### src/hdl/lsir_pkg.sv
// constants and carrier types for the line status and interrupt register group
package lsir_pkg;
    // register indexes; byte address is four times the index
    localparam logic [7:0] LSIR_IDX_TX_TEST = 8'h21;
    localparam logic [7:0] LSIR_IDX_RX_TEST = 8'h27;
    localparam logic [7:0] LSIR_IDX_CNT_CTRL = 8'h31;
    localparam logic [7:0] LSIR_IDX_TERM = 8'h32;
    localparam logic [7:0] LSIR_IDX_EN_A = 8'h33;
    localparam logic [7:0] LSIR_IDX_EN_B = 8'h34;
    localparam logic [7:0] LSIR_IDX_EDGE = 8'h35;
    localparam logic [7:0] LSIR_IDX_LIVE = 8'h36;
    localparam logic [7:0] LSIR_IDX_GAIN = 8'h37;
    localparam logic [7:0] LSIR_IDX_TX_JIT = 8'h38;
    localparam logic [7:0] LSIR_IDX_RX_JIT = 8'h39;
    localparam logic [7:0] LSIR_IDX_PEND_A = 8'h3A;
    localparam logic [7:0] LSIR_IDX_PEND_B = 8'h3B;
    localparam logic [7:0] LSIR_IDX_CNT_HI = 8'h3C;
    localparam logic [7:0] LSIR_IDX_CNT_LO = 8'h3D;

    // writable bit masks; all other bits are reserved
    localparam logic [7:0] LSIR_MASK_TEST = 8'h20;
    localparam logic [7:0] LSIR_MASK_CNT_CTRL = 8'h03;
    localparam logic [7:0] LSIR_MASK_TERM = 8'h3F;
    localparam logic [7:0] LSIR_MASK_A = 8'h05;
    localparam logic [7:0] LSIR_MASK_B = 8'h77;

    // field positions
    localparam int LSIR_BIT_STROBE = 0;
    localparam int LSIR_BIT_MODE = 1;
    localparam int LSIR_BIT_DF = 2;
    localparam int LSIR_BIT_LOS = 0;
    localparam int LSIR_BIT_PEAK = 5;
    localparam int LSIR_TX_TERM_LSB = 3;

    // reset values
    localparam logic [7:0] LSIR_RST_TERM = 8'h07;
    localparam logic [7:0] LSIR_RST_ZERO = 8'h00;

    // one second at the core clock rate
    localparam int LSIR_CLOCK_HZ = 25000000;
    localparam int LSIR_SECOND_S = 1;
    localparam int LSIR_SECOND_CYCLES = LSIR_SECOND_S * LSIR_CLOCK_HZ;

    // termination decode, one bit per matching choice
    typedef struct packed {
        logic bypass;
        logic ohm_110;
        logic ohm_100;
        logic ohm_120;
        logic ohm_75;
    } lsir_term_t;

    // same-clock event pulses from the line logic
    typedef struct packed {
        logic pulse_sum_overflow;
        logic tx_fifo_slip;
        logic rx_fifo_slip;
        logic excess_zero;
        logic code_violation;
        logic counter_overflow;
    } lsir_events_t;

    typedef enum logic [1:0] {
        LSIR_W_IDLE = 2'b00,
        LSIR_W_RESP = 2'b01
    } lsir_wstate_t;
endpackage

### src/hdl/lsir_regs.sv
// line status and interrupt register group behind an axi4-lite slave
`timescale 1ns/100ps
module lsir_regs
    import lsir_pkg::*;
#(
    parameter int SECOND_CYCLES = LSIR_SECOND_CYCLES,
    parameter int SPACING_W = 7,
    parameter int GAIN_W = 5
)
(
    input wire logic clock,
    input wire logic rst,
    input wire logic ce,
    // axi4-lite slave
    input wire logic [7:0] s_axi_awaddr,
    input wire logic s_axi_awvalid,
    output logic s_axi_awready,
    input wire logic [31:0] s_axi_wdata,
    input wire logic [3:0] s_axi_wstrb,
    input wire logic s_axi_wvalid,
    output logic s_axi_wready,
    output logic [1:0] s_axi_bresp,
    output logic s_axi_bvalid,
    input wire logic s_axi_bready,
    input wire logic [7:0] s_axi_araddr,
    input wire logic s_axi_arvalid,
    output logic s_axi_arready,
    output logic [31:0] s_axi_rdata,
    output logic [1:0] s_axi_rresp,
    output logic s_axi_rvalid,
    input wire logic s_axi_rready,
    // line side
    input wire logic driver_fail_pin,
    input wire logic signal_loss_pin,
    input wire logic [GAIN_W-1:0] equalizer_gain_in,
    input wire logic [SPACING_W-1:0] tx_pointer_spacing,
    input wire logic [SPACING_W-1:0] rx_pointer_spacing,
    input wire logic [15:0] excess_zero_count,
    input wire lsir_events_t line_events,
    output lsir_term_t tx_term,
    output lsir_term_t rx_term,
    output logic tx_peak_measure_select,
    output logic rx_peak_measure_select,
    output logic irq
);

    ////////////////////////////////////////////////////////////////////////////
    // registers and state

    logic [7:0] termination_select;
    logic [7:0] line_interrupt_enable_a;
    logic [7:0] line_interrupt_enable_b;
    logic [7:0] interrupt_edge_select;
    logic [7:0] line_interrupt_pending_a;
    logic [7:0] line_interrupt_pending_b;
    logic [7:0] counter_control;
    logic [7:0] tx_test_reg;
    logic [7:0] rx_test_reg;
    logic [15:0] counter_snapshot;
    logic [SPACING_W-1:0] tx_jitter_measure;
    logic [SPACING_W-1:0] rx_jitter_measure;
    logic [SPACING_W-1:0] tx_min;
    logic [SPACING_W-1:0] tx_max;
    logic [SPACING_W-1:0] rx_min;
    logic [SPACING_W-1:0] rx_max;
    logic strobe_prev;
    logic [31:0] second_count;
    logic driver_fail_meta;
    logic driver_fail_live;
    logic signal_loss_meta;
    logic signal_loss_live;
    logic driver_fail_prev;
    logic signal_loss_prev;

    lsir_wstate_t wstate;
    logic aw_held;
    logic w_held;
    logic [7:0] aw_addr;
    logic [7:0] w_data;
    logic w_lane0;

    logic wr_fire;
    logic [7:0] wr_idx;
    logic rd_fire;
    logic [7:0] rd_idx;
    logic [7:0] rd_value;
    logic rd_hit;
    logic wr_hit;
    logic second_tick;
    logic counter_report_mode;
    logic counter_snapshot_strobe;
    logic driver_fail_event;
    logic signal_loss_event;
    logic [7:0] next_pending_a;
    logic [7:0] next_pending_b;
    logic [7:0] events_b;
    logic tx_jit_clear;
    logic rx_jit_clear;
    logic tx_jit_read;
    logic rx_jit_read;

    ////////////////////////////////////////////////////////////////////////////
    // axi4-lite write channel: address and data taken in either order

    assign s_axi_awready = (wstate == LSIR_W_IDLE) && !aw_held;
    assign s_axi_wready = (wstate == LSIR_W_IDLE) && !w_held;

    always_ff @(posedge clock)
    begin
        if (rst)
        begin
            wstate <= LSIR_W_IDLE;
            aw_held <= 1'b0;
            w_held <= 1'b0;
            aw_addr <= 8'h00;
            w_data <= 8'h00;
            w_lane0 <= 1'b0;
            s_axi_bvalid <= 1'b0;
            s_axi_bresp <= 2'b00;
        end
        else if (ce)
        begin
            case (wstate)
                LSIR_W_IDLE:
                begin
                    if (s_axi_awvalid && s_axi_awready)
                    begin
                        aw_held <= 1'b1;
                        aw_addr <= s_axi_awaddr;
                    end
                    if (s_axi_wvalid && s_axi_wready)
                    begin
                        w_held <= 1'b1;
                        w_data <= s_axi_wdata[7:0];
                        w_lane0 <= s_axi_wstrb[0];
                    end
                    if (wr_fire)
                    begin
                        wstate <= LSIR_W_RESP;
                        aw_held <= 1'b0;
                        w_held <= 1'b0;
                        s_axi_bvalid <= 1'b1;
                        s_axi_bresp <= wr_hit ? 2'b00 : 2'b10;
                    end
                end
                LSIR_W_RESP:
                begin
                    if (s_axi_bready)
                    begin
                        s_axi_bvalid <= 1'b0;
                        wstate <= LSIR_W_IDLE;
                    end
                end
                default:
                    wstate <= LSIR_W_IDLE;
            endcase
        end
    end

    // a write is performed in the same cycle that both halves are held
    assign wr_fire = (wstate == LSIR_W_IDLE) && aw_held && w_held;
    assign wr_idx = {2'b00, aw_addr[7:2]};

    always_comb
    begin
        case (wr_idx)
            LSIR_IDX_TX_TEST, LSIR_IDX_RX_TEST, LSIR_IDX_CNT_CTRL, LSIR_IDX_TERM,
            LSIR_IDX_EN_A, LSIR_IDX_EN_B, LSIR_IDX_EDGE, LSIR_IDX_LIVE, LSIR_IDX_GAIN,
            LSIR_IDX_TX_JIT, LSIR_IDX_RX_JIT, LSIR_IDX_PEND_A, LSIR_IDX_PEND_B,
            LSIR_IDX_CNT_HI, LSIR_IDX_CNT_LO:
                wr_hit = 1'b1;
            default:
                wr_hit = 1'b0;
        endcase
    end

    // write effects only when byte lane 0 is strobed
    function automatic logic wr_to(input logic [7:0] idx);
        wr_to = wr_fire && w_lane0 && (wr_idx == idx);
    endfunction

    ////////////////////////////////////////////////////////////////////////////
    // axi4-lite read channel: one cycle from address to data

    assign s_axi_arready = !s_axi_rvalid;
    assign rd_fire = s_axi_arvalid && s_axi_arready;
    assign rd_idx = {2'b00, s_axi_araddr[7:2]};

    always_comb
    begin
        rd_hit = 1'b1;
        case (rd_idx)
            LSIR_IDX_TX_TEST: rd_value = tx_test_reg;
            LSIR_IDX_RX_TEST: rd_value = rx_test_reg;
            LSIR_IDX_CNT_CTRL: rd_value = counter_control;
            LSIR_IDX_TERM: rd_value = termination_select;
            LSIR_IDX_EN_A: rd_value = line_interrupt_enable_a;
            LSIR_IDX_EN_B: rd_value = line_interrupt_enable_b;
            LSIR_IDX_EDGE: rd_value = interrupt_edge_select;
            // live status bits
            LSIR_IDX_LIVE: rd_value = {5'b00000, driver_fail_live, 1'b0, signal_loss_live};
            LSIR_IDX_GAIN: rd_value = 8'(equalizer_gain_in);
            LSIR_IDX_TX_JIT: rd_value = 8'(tx_jitter_measure);
            LSIR_IDX_RX_JIT: rd_value = 8'(rx_jitter_measure);
            LSIR_IDX_PEND_A: rd_value = line_interrupt_pending_a;
            LSIR_IDX_PEND_B: rd_value = line_interrupt_pending_b;
            LSIR_IDX_CNT_HI: rd_value = counter_snapshot[15:8];
            LSIR_IDX_CNT_LO: rd_value = counter_snapshot[7:0];
            default:
            begin
                rd_value = 8'h00;
                rd_hit = 1'b0;
            end
        endcase
    end

    always_ff @(posedge clock)
    begin
        if (rst)
        begin
            s_axi_rvalid <= 1'b0;
            s_axi_rdata <= 32'h00000000;
            s_axi_rresp <= 2'b00;
        end
        else if (ce)
        begin
            if (rd_fire)
            begin
                s_axi_rvalid <= 1'b1;
                s_axi_rdata <= {24'h000000, rd_value};
                s_axi_rresp <= rd_hit ? 2'b00 : 2'b10;
            end
            else if (s_axi_rready)
            begin
                s_axi_rvalid <= 1'b0;
            end
        end
    end

    ////////////////////////////////////////////////////////////////////////////
    // plain control registers, reserved bits masked off

    always_ff @(posedge clock)
    begin
        if (rst)
        begin
            termination_select <= LSIR_RST_TERM;
            line_interrupt_enable_a <= LSIR_RST_ZERO;
            line_interrupt_enable_b <= LSIR_RST_ZERO;
            interrupt_edge_select <= LSIR_RST_ZERO;
            counter_control <= LSIR_RST_ZERO;
            tx_test_reg <= LSIR_RST_ZERO;
            rx_test_reg <= LSIR_RST_ZERO;
        end
        else if (ce)
        begin
            if (wr_to(LSIR_IDX_TERM))
                termination_select <= w_data & LSIR_MASK_TERM;
            if (wr_to(LSIR_IDX_EN_A))
                line_interrupt_enable_a <= w_data & LSIR_MASK_A;
            if (wr_to(LSIR_IDX_EN_B))
                line_interrupt_enable_b <= w_data & LSIR_MASK_B;
            if (wr_to(LSIR_IDX_EDGE))
                interrupt_edge_select <= w_data & LSIR_MASK_A;
            if (wr_to(LSIR_IDX_CNT_CTRL))
                counter_control <= w_data & LSIR_MASK_CNT_CTRL;
            if (wr_to(LSIR_IDX_TX_TEST))
                tx_test_reg <= w_data & LSIR_MASK_TEST;
            if (wr_to(LSIR_IDX_RX_TEST))
                rx_test_reg <= w_data & LSIR_MASK_TEST;
        end
    end

    assign tx_peak_measure_select = tx_test_reg[LSIR_BIT_PEAK];
    assign rx_peak_measure_select = rx_test_reg[LSIR_BIT_PEAK];

    ////////////////////////////////////////////////////////////////////////////
    // termination decode

    function automatic lsir_term_t term_decode(input logic [2:0] sel);
        term_decode = '0;
        if (sel[2])
            term_decode.bypass = 1'b1;
        else
        begin
            case (sel[1:0])
                2'b00: term_decode.ohm_75 = 1'b1;
                2'b01: term_decode.ohm_120 = 1'b1;
                2'b10: term_decode.ohm_100 = 1'b1;
                default: term_decode.ohm_110 = 1'b1;
            endcase
        end
    endfunction

    always_ff @(posedge clock)
    begin
        if (rst)
        begin
            tx_term <= term_decode(3'b000);
            rx_term <= term_decode(3'b111);
        end
        else if (ce)
        begin
            tx_term <= term_decode(termination_select[LSIR_TX_TERM_LSB +: 3]);
            rx_term <= term_decode(termination_select[2:0]);
        end
    end

    ////////////////////////////////////////////////////////////////////////////
    // excess-zero counter snapshot

    assign counter_report_mode = counter_control[LSIR_BIT_MODE];
    assign counter_snapshot_strobe = counter_control[LSIR_BIT_STROBE];
    assign second_tick = (second_count == 32'(SECOND_CYCLES - 1));

    always_ff @(posedge clock)
    begin
        if (rst)
        begin
            strobe_prev <= 1'b0;
            second_count <= 32'h00000000;
            counter_snapshot <= 16'h0000;
        end
        else if (ce)
        begin
            // only a fresh zero-to-one edge counts, so a held one is ignored
            strobe_prev <= counter_snapshot_strobe;
            second_count <= second_tick ? 32'h00000000 : second_count + 32'h00000001;
            if (!counter_report_mode && counter_snapshot_strobe && !strobe_prev)
                counter_snapshot <= excess_zero_count;
            else if (counter_report_mode && second_tick)
                counter_snapshot <= excess_zero_count;
        end
    end

    ////////////////////////////////////////////////////////////////////////////
    // live status synchronisers and change detection

    always_ff @(posedge clock)
    begin
        if (rst)
        begin
            driver_fail_meta <= 1'b0;
            driver_fail_live <= 1'b0;
            signal_loss_meta <= 1'b0;
            signal_loss_live <= 1'b0;
            driver_fail_prev <= 1'b0;
            signal_loss_prev <= 1'b0;
        end
        else if (ce)
        begin
            driver_fail_meta <= driver_fail_pin;
            driver_fail_live <= driver_fail_meta;
            signal_loss_meta <= signal_loss_pin;
            signal_loss_live <= signal_loss_meta;
            driver_fail_prev <= driver_fail_live;
            signal_loss_prev <= signal_loss_live;
        end
    end

    // edge select zero: rising only one: either direction
    assign driver_fail_event = interrupt_edge_select[LSIR_BIT_DF]
        ? (driver_fail_live ^ driver_fail_prev) : (driver_fail_live & !driver_fail_prev);
    assign signal_loss_event = interrupt_edge_select[LSIR_BIT_LOS]
        ? (signal_loss_live ^ signal_loss_prev) : (signal_loss_live & !signal_loss_prev);

    ////////////////////////////////////////////////////////////////////////////
    // pending flags: write one clears, a new event in the same cycle wins

    assign events_b = {1'b0, line_events.pulse_sum_overflow, line_events.tx_fifo_slip,
                       line_events.rx_fifo_slip, 1'b0, line_events.excess_zero,
                       line_events.code_violation, line_events.counter_overflow};

    always_comb
    begin
        next_pending_a = line_interrupt_pending_a;
        next_pending_b = line_interrupt_pending_b;
        if (wr_to(LSIR_IDX_PEND_A))
            next_pending_a = next_pending_a & ~w_data;
        if (wr_to(LSIR_IDX_PEND_B))
            next_pending_b = next_pending_b & ~w_data;
        next_pending_a[LSIR_BIT_DF] = next_pending_a[LSIR_BIT_DF] | driver_fail_event;
        next_pending_a[LSIR_BIT_LOS] = next_pending_a[LSIR_BIT_LOS] | signal_loss_event;
        next_pending_b = (next_pending_b | events_b) & LSIR_MASK_B;
    end

    always_ff @(posedge clock)
    begin
        if (rst)
        begin
            line_interrupt_pending_a <= LSIR_RST_ZERO;
            line_interrupt_pending_b <= LSIR_RST_ZERO;
        end
        else if (ce)
        begin
            line_interrupt_pending_a <= next_pending_a & LSIR_MASK_A;
            line_interrupt_pending_b <= next_pending_b;
        end
    end

    // level interrupt from enabled pending flags
    always_ff @(posedge clock)
    begin
        if (rst)
            irq <= 1'b0;
        else if (ce)
            irq <= |(next_pending_a & line_interrupt_enable_a)
                | |(next_pending_b & line_interrupt_enable_b);
    end

    ////////////////////////////////////////////////////////////////////////////
    // jitter measures; a read restarts the peak window

    assign tx_jit_clear = wr_to(LSIR_IDX_TX_JIT) && w_data[0];
    assign rx_jit_clear = wr_to(LSIR_IDX_RX_JIT) && w_data[0];
    assign tx_jit_read = rd_fire && (rd_idx == LSIR_IDX_TX_JIT);
    assign rx_jit_read = rd_fire && (rd_idx == LSIR_IDX_RX_JIT);

    always_ff @(posedge clock)
    begin
        if (rst)
        begin
            tx_min <= '0;
            tx_max <= '0;
            tx_jitter_measure <= '0;
        end
        else if (ce)
        begin
            if (tx_jit_read || tx_jit_clear)
            begin
                tx_min <= tx_pointer_spacing;
                tx_max <= tx_pointer_spacing;
            end
            else
            begin
                if (tx_pointer_spacing < tx_min)
                    tx_min <= tx_pointer_spacing;
                if (tx_pointer_spacing > tx_max)
                    tx_max <= tx_pointer_spacing;
            end
            if (tx_jit_clear)
                tx_jitter_measure <= '0;
            else if (tx_peak_measure_select)
                tx_jitter_measure <= tx_max - tx_min;
            else
                tx_jitter_measure <= tx_pointer_spacing;
        end
    end

    always_ff @(posedge clock)
    begin
        if (rst)
        begin
            rx_min <= '0;
            rx_max <= '0;
            rx_jitter_measure <= '0;
        end
        else if (ce)
        begin
            if (rx_jit_read || rx_jit_clear)
            begin
                rx_min <= rx_pointer_spacing;
                rx_max <= rx_pointer_spacing;
            end
            else
            begin
                if (rx_pointer_spacing < rx_min)
                    rx_min <= rx_pointer_spacing;
                if (rx_pointer_spacing > rx_max)
                    rx_max <= rx_pointer_spacing;
            end
            if (rx_jit_clear)
                rx_jitter_measure <= '0;
            else if (rx_peak_measure_select)
                rx_jitter_measure <= rx_max - rx_min;
            else
                rx_jitter_measure <= rx_pointer_spacing;
        end
    end

endmodule

### config.mk
export PLATFORM = sky130hd
export DESIGN_NAME = lsir_regs
export DESIGN_NICKNAME = d
export VERILOG_FILES = /design/src/hdl/lsir_pkg.sv /design/src/hdl/lsir_regs.sv
export SDC_FILE = /design/constraint.sdc
export NUM_CORES = 1
export LEC_CHECK = 0
export BUFFER_PORTS_ARGS = -buffer_cell sky130_fd_sc_hd__clkbuf_2
export CAP_MARGIN = 40
export CORE_ASPECT_RATIO = 2
export CORE_UTILIZATION = 40
export DETAILED_ROUTE_END_ITERATION = 8
export SYNTH_ARGS = -nofsm -noshare
export SYNTH_HDL_FRONTEND = slang
export SYNTH_SLANG_ARGS = --single-unit
### constraint.sdc
create_clock -name clock -period 2.2 [get_ports clock]
set_input_delay 0.44 -clock clock [delete_from_list [all_inputs] [get_ports clock]]
set_output_delay 0.44 -clock clock [all_outputs]
set_load 0.02 [all_outputs]
==> flow_summary.json, run 1 <==
{
  "end_kind": "register",
  "syn-cell-area_um2": 8700,
  "multi_input_area_um2": 4970,
  "grtUsageTotal_pct": 23.7,
  "min_to": "counter_snapshot[4]",
  "largestRegisters": "second_count: 32 flops, counter_snapshot: 16 flops, s_axi_rdata: 8 flops",
  "largest_register_ffs": 32,
  "cts_root_buffer": "clkbuf_16",
  "die_y_um": 211,
  "io_pins": 157,
  "cts_tree": "yes",
  "row_count": 76,
  "final_common_cell": "dfxtp_1",
  "arrival_ps": 2490,
  "final_max_slew_viol_count": 0,
  "tightest_slew_ps": 512,
  "syn_to_final_growth_pct": 22.7,
  "vias": 7777,
  "rsz0062_at_grt": "false",
  "synth_cell_type_count": 63,
  "power_leakage_nw": 4.45,
  "path_clk_slew_ps": 70,
  "dp_slack_ps": -167,
  "dr.pass1.iters": 7,
  "ys_warn_count": 0,
  "hold_start": "excess_zero_count[4]",
  "hold_path_class": "in -> reg",
  "fmax_mhz": 473,
  "drv_cap": 0,
  "fin_crit_sh_pct": 96.2,
  "place.gp.congestion": 0.948,
  "cp-start-kind": "register",
  "worstSkewPairLatency_ps": 440,
  "place.port_buffers": 98,
  "initial_core_util_pct": 40.7,
  "hold_depth": 3,
  "regMostFlops": "second_count",
  "path_class": "reg -> reg",
  "fin_worst_skew_ps": 10.5,
  "grt_pass1_vias": 7795,
  "status": "finished, final reports clean",
  "netlist_instances": 1030,
  "grt-ovfl-total": 0,
  "holdBufCountCts": 0,
  "cts_max_level": 4,
  "grt_first_pass_wirelength_um": 40100,
  "timing.rr.start": "rx_max[1]",
  "worstReg2RegEnd": "rx_max[2]",
  "synth_area_per_cell_um2": 8.45,
  "synth_async_sr_flop_share_pct": 0,
  "ff2ff_setup_slack_ps": 80,
  "ys_seq_elements": 165,
  "regArea_um2": 3310,
  "dieArea_um2": 22400,
  "post_drt_via_cell_ratio": 5.26,
  "relSlewSlack_pct": 65.6,
  "drc_errors": 0,
  "nFillCells": 2169,
  "clk_path_buf_depth": 2,
  "drt-wirelength-per-cell_um": 17.1,
  "reg2reg_depth": 10,
  "required_ps": 2570,
  "drive_above_1_share_pct": 20.7,
  "p_per_area_nw_per_um2": 691,
  "numClockSinks": 165,
  "yosys_most_used_dff": "dfxtp_1",
  "numCtsBuffers": 17,
  "routed_wl_um": 25200,
  "diodes": 0,
  "ir_drop_mv": 0.431,
  "fin_nets": 1339,
  "final-hold-violation-count": 0,
  "dp_hpwl_um": 19900,
  "finalSetupViolations": 0,
  "synth_edf_count": 0,
  "ant_nets": 0,
  "coreArea_um2": 21400,
  "die_x_um": 106,
  "drtIter0Drc": 460,
  "grt_max_degree": 53,
  "setup_slack_ps": 83.6,
  "critPathMaxFanout": 3,
  "antenna_found_initial": 0,
  "final_cell_mix": "dfxtp_1, nor2_1, nand2_1, clkbuf_2, mux2i_1",
  "total_power_mw": 7.38,
  "fin_crit_ps": 2120,
  "seq_area_frac_synth_pct": 38.0
}
## area by class of cell
class                           instances  area share [%]
Sequential cell                       165            31.0
Tap cell                              273            3.20
Timing Repair Buffer                  193            11.9
Multi-Input combinational cell        768            46.6
Clock buffer                           17            3.98
Inverter                               48            1.69
Clock inverter                         14            1.68
## how the worst max path moves through the flow
stage	cells after the start	slack [ps]	start	to
4_1_cts	10	9	rx_max[1]	rx_max[4]
5_1_grt	10	5	rx_max[1]	rx_max[1]
2_1_floorplan	8	20	ce	termination_select[0]
3_5_place_dp	10	-170	tx_pointer_spacing[1]	tx_max[3]
6_report	10	80	rx_max[1]	rx_max[2]
3_3_place_gp	10	-140	tx_pointer_spacing[1]	tx_max[4]
## worst max-delay path, stage by stage (launching register included)
cell	delay, ps
dfxtp_2	330
inv_2	50
ha_1	280
nor2b_1	130
o21ai_1	140
a21oi_1	80
a2111oi_1	370
buf_4	190
a2bb2oi_4	150
buf_4	160
mux2i_1	170
## report_power, final
part	switching, mW	total [mW]	leakage [nW]	internal (mW)
clock	1.30	3.09	0.280	1.79
sequential	0.0876	3.17	1.34	3.09
combinational	0.607	1.11	2.82	0.504
## what timing repair did
action                     CTS  global route
pin swaps                    1             3
setup endpoints to repair   10            47
gates cloned                 0             0
resized for setup            3            17
buffers inserted             0             0
## cells in the mapped netlist, types with 3 or more instances
master | n | area [um^2]
and3_1 | 6 | 37.5
nand3_1 | 24 | 120
buf_2 | 5 | 25.0
buf_4 | 26 | 195
xnor2_1 | 15 | 131
nand4b_1 | 5 | 43.8
ha_1 | 41 | 513
nand4_1 | 16 | 100
a22o_1 | 3 | 26.3
nand2_1 | 114 | 428
and4_1 | 5 | 43.8
nor3_1 | 24 | 120
o21ai_0 | 34 | 170
a21boi_0 | 9 | 67.6
a31oi_1 | 3 | 18.8
mux2i_1 | 94 | 941
a221oi_1 | 6 | 52.6
nor4_1 | 8 | 50.1
nor3b_1 | 3 | 22.5
inv_1 | 47 | 176
a211oi_1 | 5 | 37.5
o211ai_1 | 9 | 67.6
nor2_1 | 144 | 541
buf_1 | 5 | 18.8
or3_1 | 6 | 37.5
a21o_1 | 4 | 30.0
a2111oi_0 | 3 | 26.3
nand3b_1 | 5 | 37.5
nor4b_1 | 6 | 52.6
a22oi_1 | 20 | 150
xor2_1 | 19 | 166
a311oi_1 | 3 | 26.3
clkbuf_1 | 37 | 139
dfxtp_1 | 165 | 3300
a21oi_1 | 47 | 235
o21a_1 | 4 | 30.0
mux2_2 | 4 | 45.0
nand2b_1 | 10 | 62.6
nor2b_1 | 13 | 81.3
## stage by stage
stage / instance area [um^2] / setup TNS [ps] / cells / util, % / hold WS [ps]
CTS: 10600 / 0 / 1478 / 49.7 / 224
floorplan: 8800 / 0 / 1055 / - / 425
global placement: 10000 / -1790 / 1447 / 46.9 / 444
global route: 10700 / 0 / 1478 / 49.9 / 237
finish: 10700 / 0 / 1478 / 49.9 / 238
detailed placement: 10000 / -2010 / 1447 / 46.9 / 452
## cells by family (layout without fill, tap and decap cells)
group | count (synthesis) | in the layout | share of synthesized area, %
DFF | 165 | 165 | 38.0
muxes | 98 | 98 | 11.3
xor gates and xnor gates | 34 | 34 | 3.42
buffers and inverters | 122 | 272 | 6.47
AOI/OAI and AO/OA | 168 | 168 | 12.9
and+or+nand+nor | 399 | 399 | 21.5
adders and majority gates | 43 | 43 | 6.35
other | 1 | 26 | 0.0431
## per-layer routing
layer	vias to the layer above	wire, um	global-route usage [%]
met3	69	771	4.42
met1	3665	8760	21.9
met5	-	0	0
met4	0	1570	15.6
li1	3882	-	-
met2	161	14100	45.7
(Power assumes the default switching activity.)
==> inputs of run 2 (changes only) <==
--- a/config.mk
+++ b/config.mk
@@ -7,7 +7,6 @@
 export LEC_CHECK = 0
 export BUFFER_PORTS_ARGS = -buffer_cell sky130_fd_sc_hd__clkbuf_2
 export CAP_MARGIN = 40
-export CORE_ASPECT_RATIO = 2
 export CORE_UTILIZATION = 40
 export DETAILED_ROUTE_END_ITERATION = 8
 export SYNTH_ARGS = -nofsm -noshare
==> run 2 against run 1 <==
Combinational power fell by 4%. Critical path depth fell by 1. First-iteration DRC count fell by 20%. Flip-flop and latch count did not move. Register-to-register slack improved by 20 ps. Non-clock buffer count fell by 9. Global-route usage fell by 2.5 points. Cell area fell by 0.64%. Critical endpoint is now rx_jitter_measure[4]. Largest cell class unchanged. Maximum frequency rose by 1.1%. Clock skew barely moved.
==> flow_summary.json, run 2 (synthesis results as in run 1) <==
{
  "post_drt_via_cell_ratio": 5.15,
  "worstSkewPairLatency_ps": 430,
  "final-hold-violation-count": 0,
  "clk_path_buf_depth": 2,
  "fin_worst_skew_ps": 10.1,
  "drive_above_1_share_pct": 19.7,
  "p_sw_share_pct": 27.2,
  "drv_cap": 0,
  "diodes": 0,
  "final_common_cell": "dfxtp_1",
  "die_x_um": 150,
  "grt-ovfl-total": 0,
  "fin_crit_ps": 2090,
  "drt-wirelength-per-cell_um": 15.3,
  "p_switching_mw": 1.97,
  "p_seq_share_pct": 43.9,
  "largestRegisters": "second_count: 32 flops, counter_snapshot: 16 flops, s_axi_rdata: 8 flops",
  "cp_cell_sequence": "inv_1 -> ha_1 -> fa_1 -> nand2b_1 -> a21boi_2 -> o21a_1 -> nor3_1 -> a21o_1 -> a32o_1",
  "dp_hpwl_um": 17100,
  "power_frac_comb_pct": 14.8,
  "dr.pass1.iters": 5,
  "fmax_mhz": 478,
  "hold_path_class": "in -> reg",
  "cts_max_level": 4,
  "p_clk_share_pct": 41.3,
  "io_pins": 157,
  "row_count": 53,
  "cp-start-kind": "register",
  "finalSetupViolations": 0,
  "ir_drop_mv": 0.469,
  "critPathMaxFanout": 2,
  "place.port_buffers": 98,
  "largest_register_ffs": 32,
  "grtUsageTotal_pct": 21.1,
  "vias": 7583,
  "required_ps": 2520,
  "fin_tns_setup_ps": 0,
  "cp_top_family": "compound AO/OA/AOI/OAI gates",
  "holdBufCountCts": 0,
  "grt_pass1_vias": 7334,
  "coreArea_um2": 21200,
  "fin_crit_sh_pct": 95.1,
  "regMostFlops": "second_count",
  "cts_root_buffer": "clkbuf_16",
  "path_clk_slew_ps": 70,
  "grt_first_pass_wirelength_um": 37100,
  "routed_wl_um": 22500,
  "syn_to_final_growth_pct": 21.9,
  "p_int_mw": 5.26,
  "slowest_delay_ps": 410,
  "drtIter0Drc": 366,
  "place.gp.congestion": 0.887,
  "numClockSinks": 165,
  "dieArea_um2": 22400,
  "final_max_slew_viol_count": 0,
  "ant_nets": 0,
  "initial_core_util_pct": 41.1,
  "fin_util_pct": 50.2,
  "end_kind": "register",
  "worst_path_max_delay_cell": "fa_1",
  "arrival_ps": 2410,
  "grt_max_degree": 53,
  "fin_nets": 1330,
  "die_y_um": 150,
  "antenna_found_initial": 0,
  "crit_cells": 9,
  "hold_depth": 3,
  "p_per_area_nw_per_um2": 681,
  "numCtsBuffers": 17,
  "drc_errors": 0,
  "cts_tree": "yes",
  "cp.buffers_inverters": 1,
  "status": "finished, final reports clean",
  "power_leakage_nw": 4.41,
  "path_class": "reg -> reg",
  "final_cell_mix": "dfxtp_1, nor2_1, nand2_1, clkbuf_2, mux2i_1",
  "reg2reg_depth": 9,
  "cts_setup_buffers": 0
}
run 2: cell count changes in the layout (fill, tap and decap cells not counted), sizes merged:
| cell | change |
|---|---|
| buf | -9 |
| clkinvlp | -4 |
| clkbuf | +2 |
| clkinv | +2 |
| inv | +2 |
| bufinv | -1 |
run 2: timing repair:
item,in CTS,in global routing
setup endpoints to repair,6,28
gates resized for setup,2,11
pin swaps,1,2
run 2: routing by layer:
layer  track usage, %  up-vias  part of all wire, %  wire (um)
met3             4.24       25                  5.0       1130
met5                0        -                    0          0
met4             6.79        0                  1.9        425
met1             28.1     3524                   47      10600
met2             34.1      167                   46      10400
li1                 -     3867                    -          -
run 2: power by group through the flow:
stage,registers (mW),logic [mW],clock network [mW]
after floorplan,3.22,0.699,0
after global placement,3.24,1.03,0
after detailed placement,3.24,1.04,0
after CTS,3.17,1.05,3.07
after global routing,3.18,1.20,3.19
final,3.17,1.07,2.99
run 2: area by class of cell:
cell class / instances / area (um^2)
fill: 2025 / 10500
multi-input combinational: 768 / 4980
inverter: 48 / 180
tap: 275 / 344
timing repair buffer: 184 / 1230
clock inverter: 13 / 146
clock buffer: 19 / 433
sequential: 165 / 3300
run 2: final timing paths:
kind	startpoint	slack, ps	endpoint
max	rx_max[0]	110	rx_jitter_measure[4]
min	excess_zero_count[14]	240	counter_snapshot[14]
max reg2reg	rx_max[0]	110	rx_jitter_measure[4]
min reg2reg	tx_min[4]	460	tx_min[4]
run 2: metrics by stage:
step	power [mW]	cell area, um^2	instances	setup slack (ps)	hold slack [ps]
final	7.23	10600	1472	107	238
after global routing	7.58	10600	1472	-0.701	242
after CTS	7.29	10600	1472	6.24	219
after detailed placement	4.28	9990	1440	-119	451
after global placement	4.27	9990	1440	-120	447
after floorplan	3.92	8800	1055	18.8	425
run 2: tightest hold or removal path: cells and delay by family:
family | cells | cell delay [ps]
buf+inv | 1 | 70
mux | 1 | 50
simple gates | 1 | 70
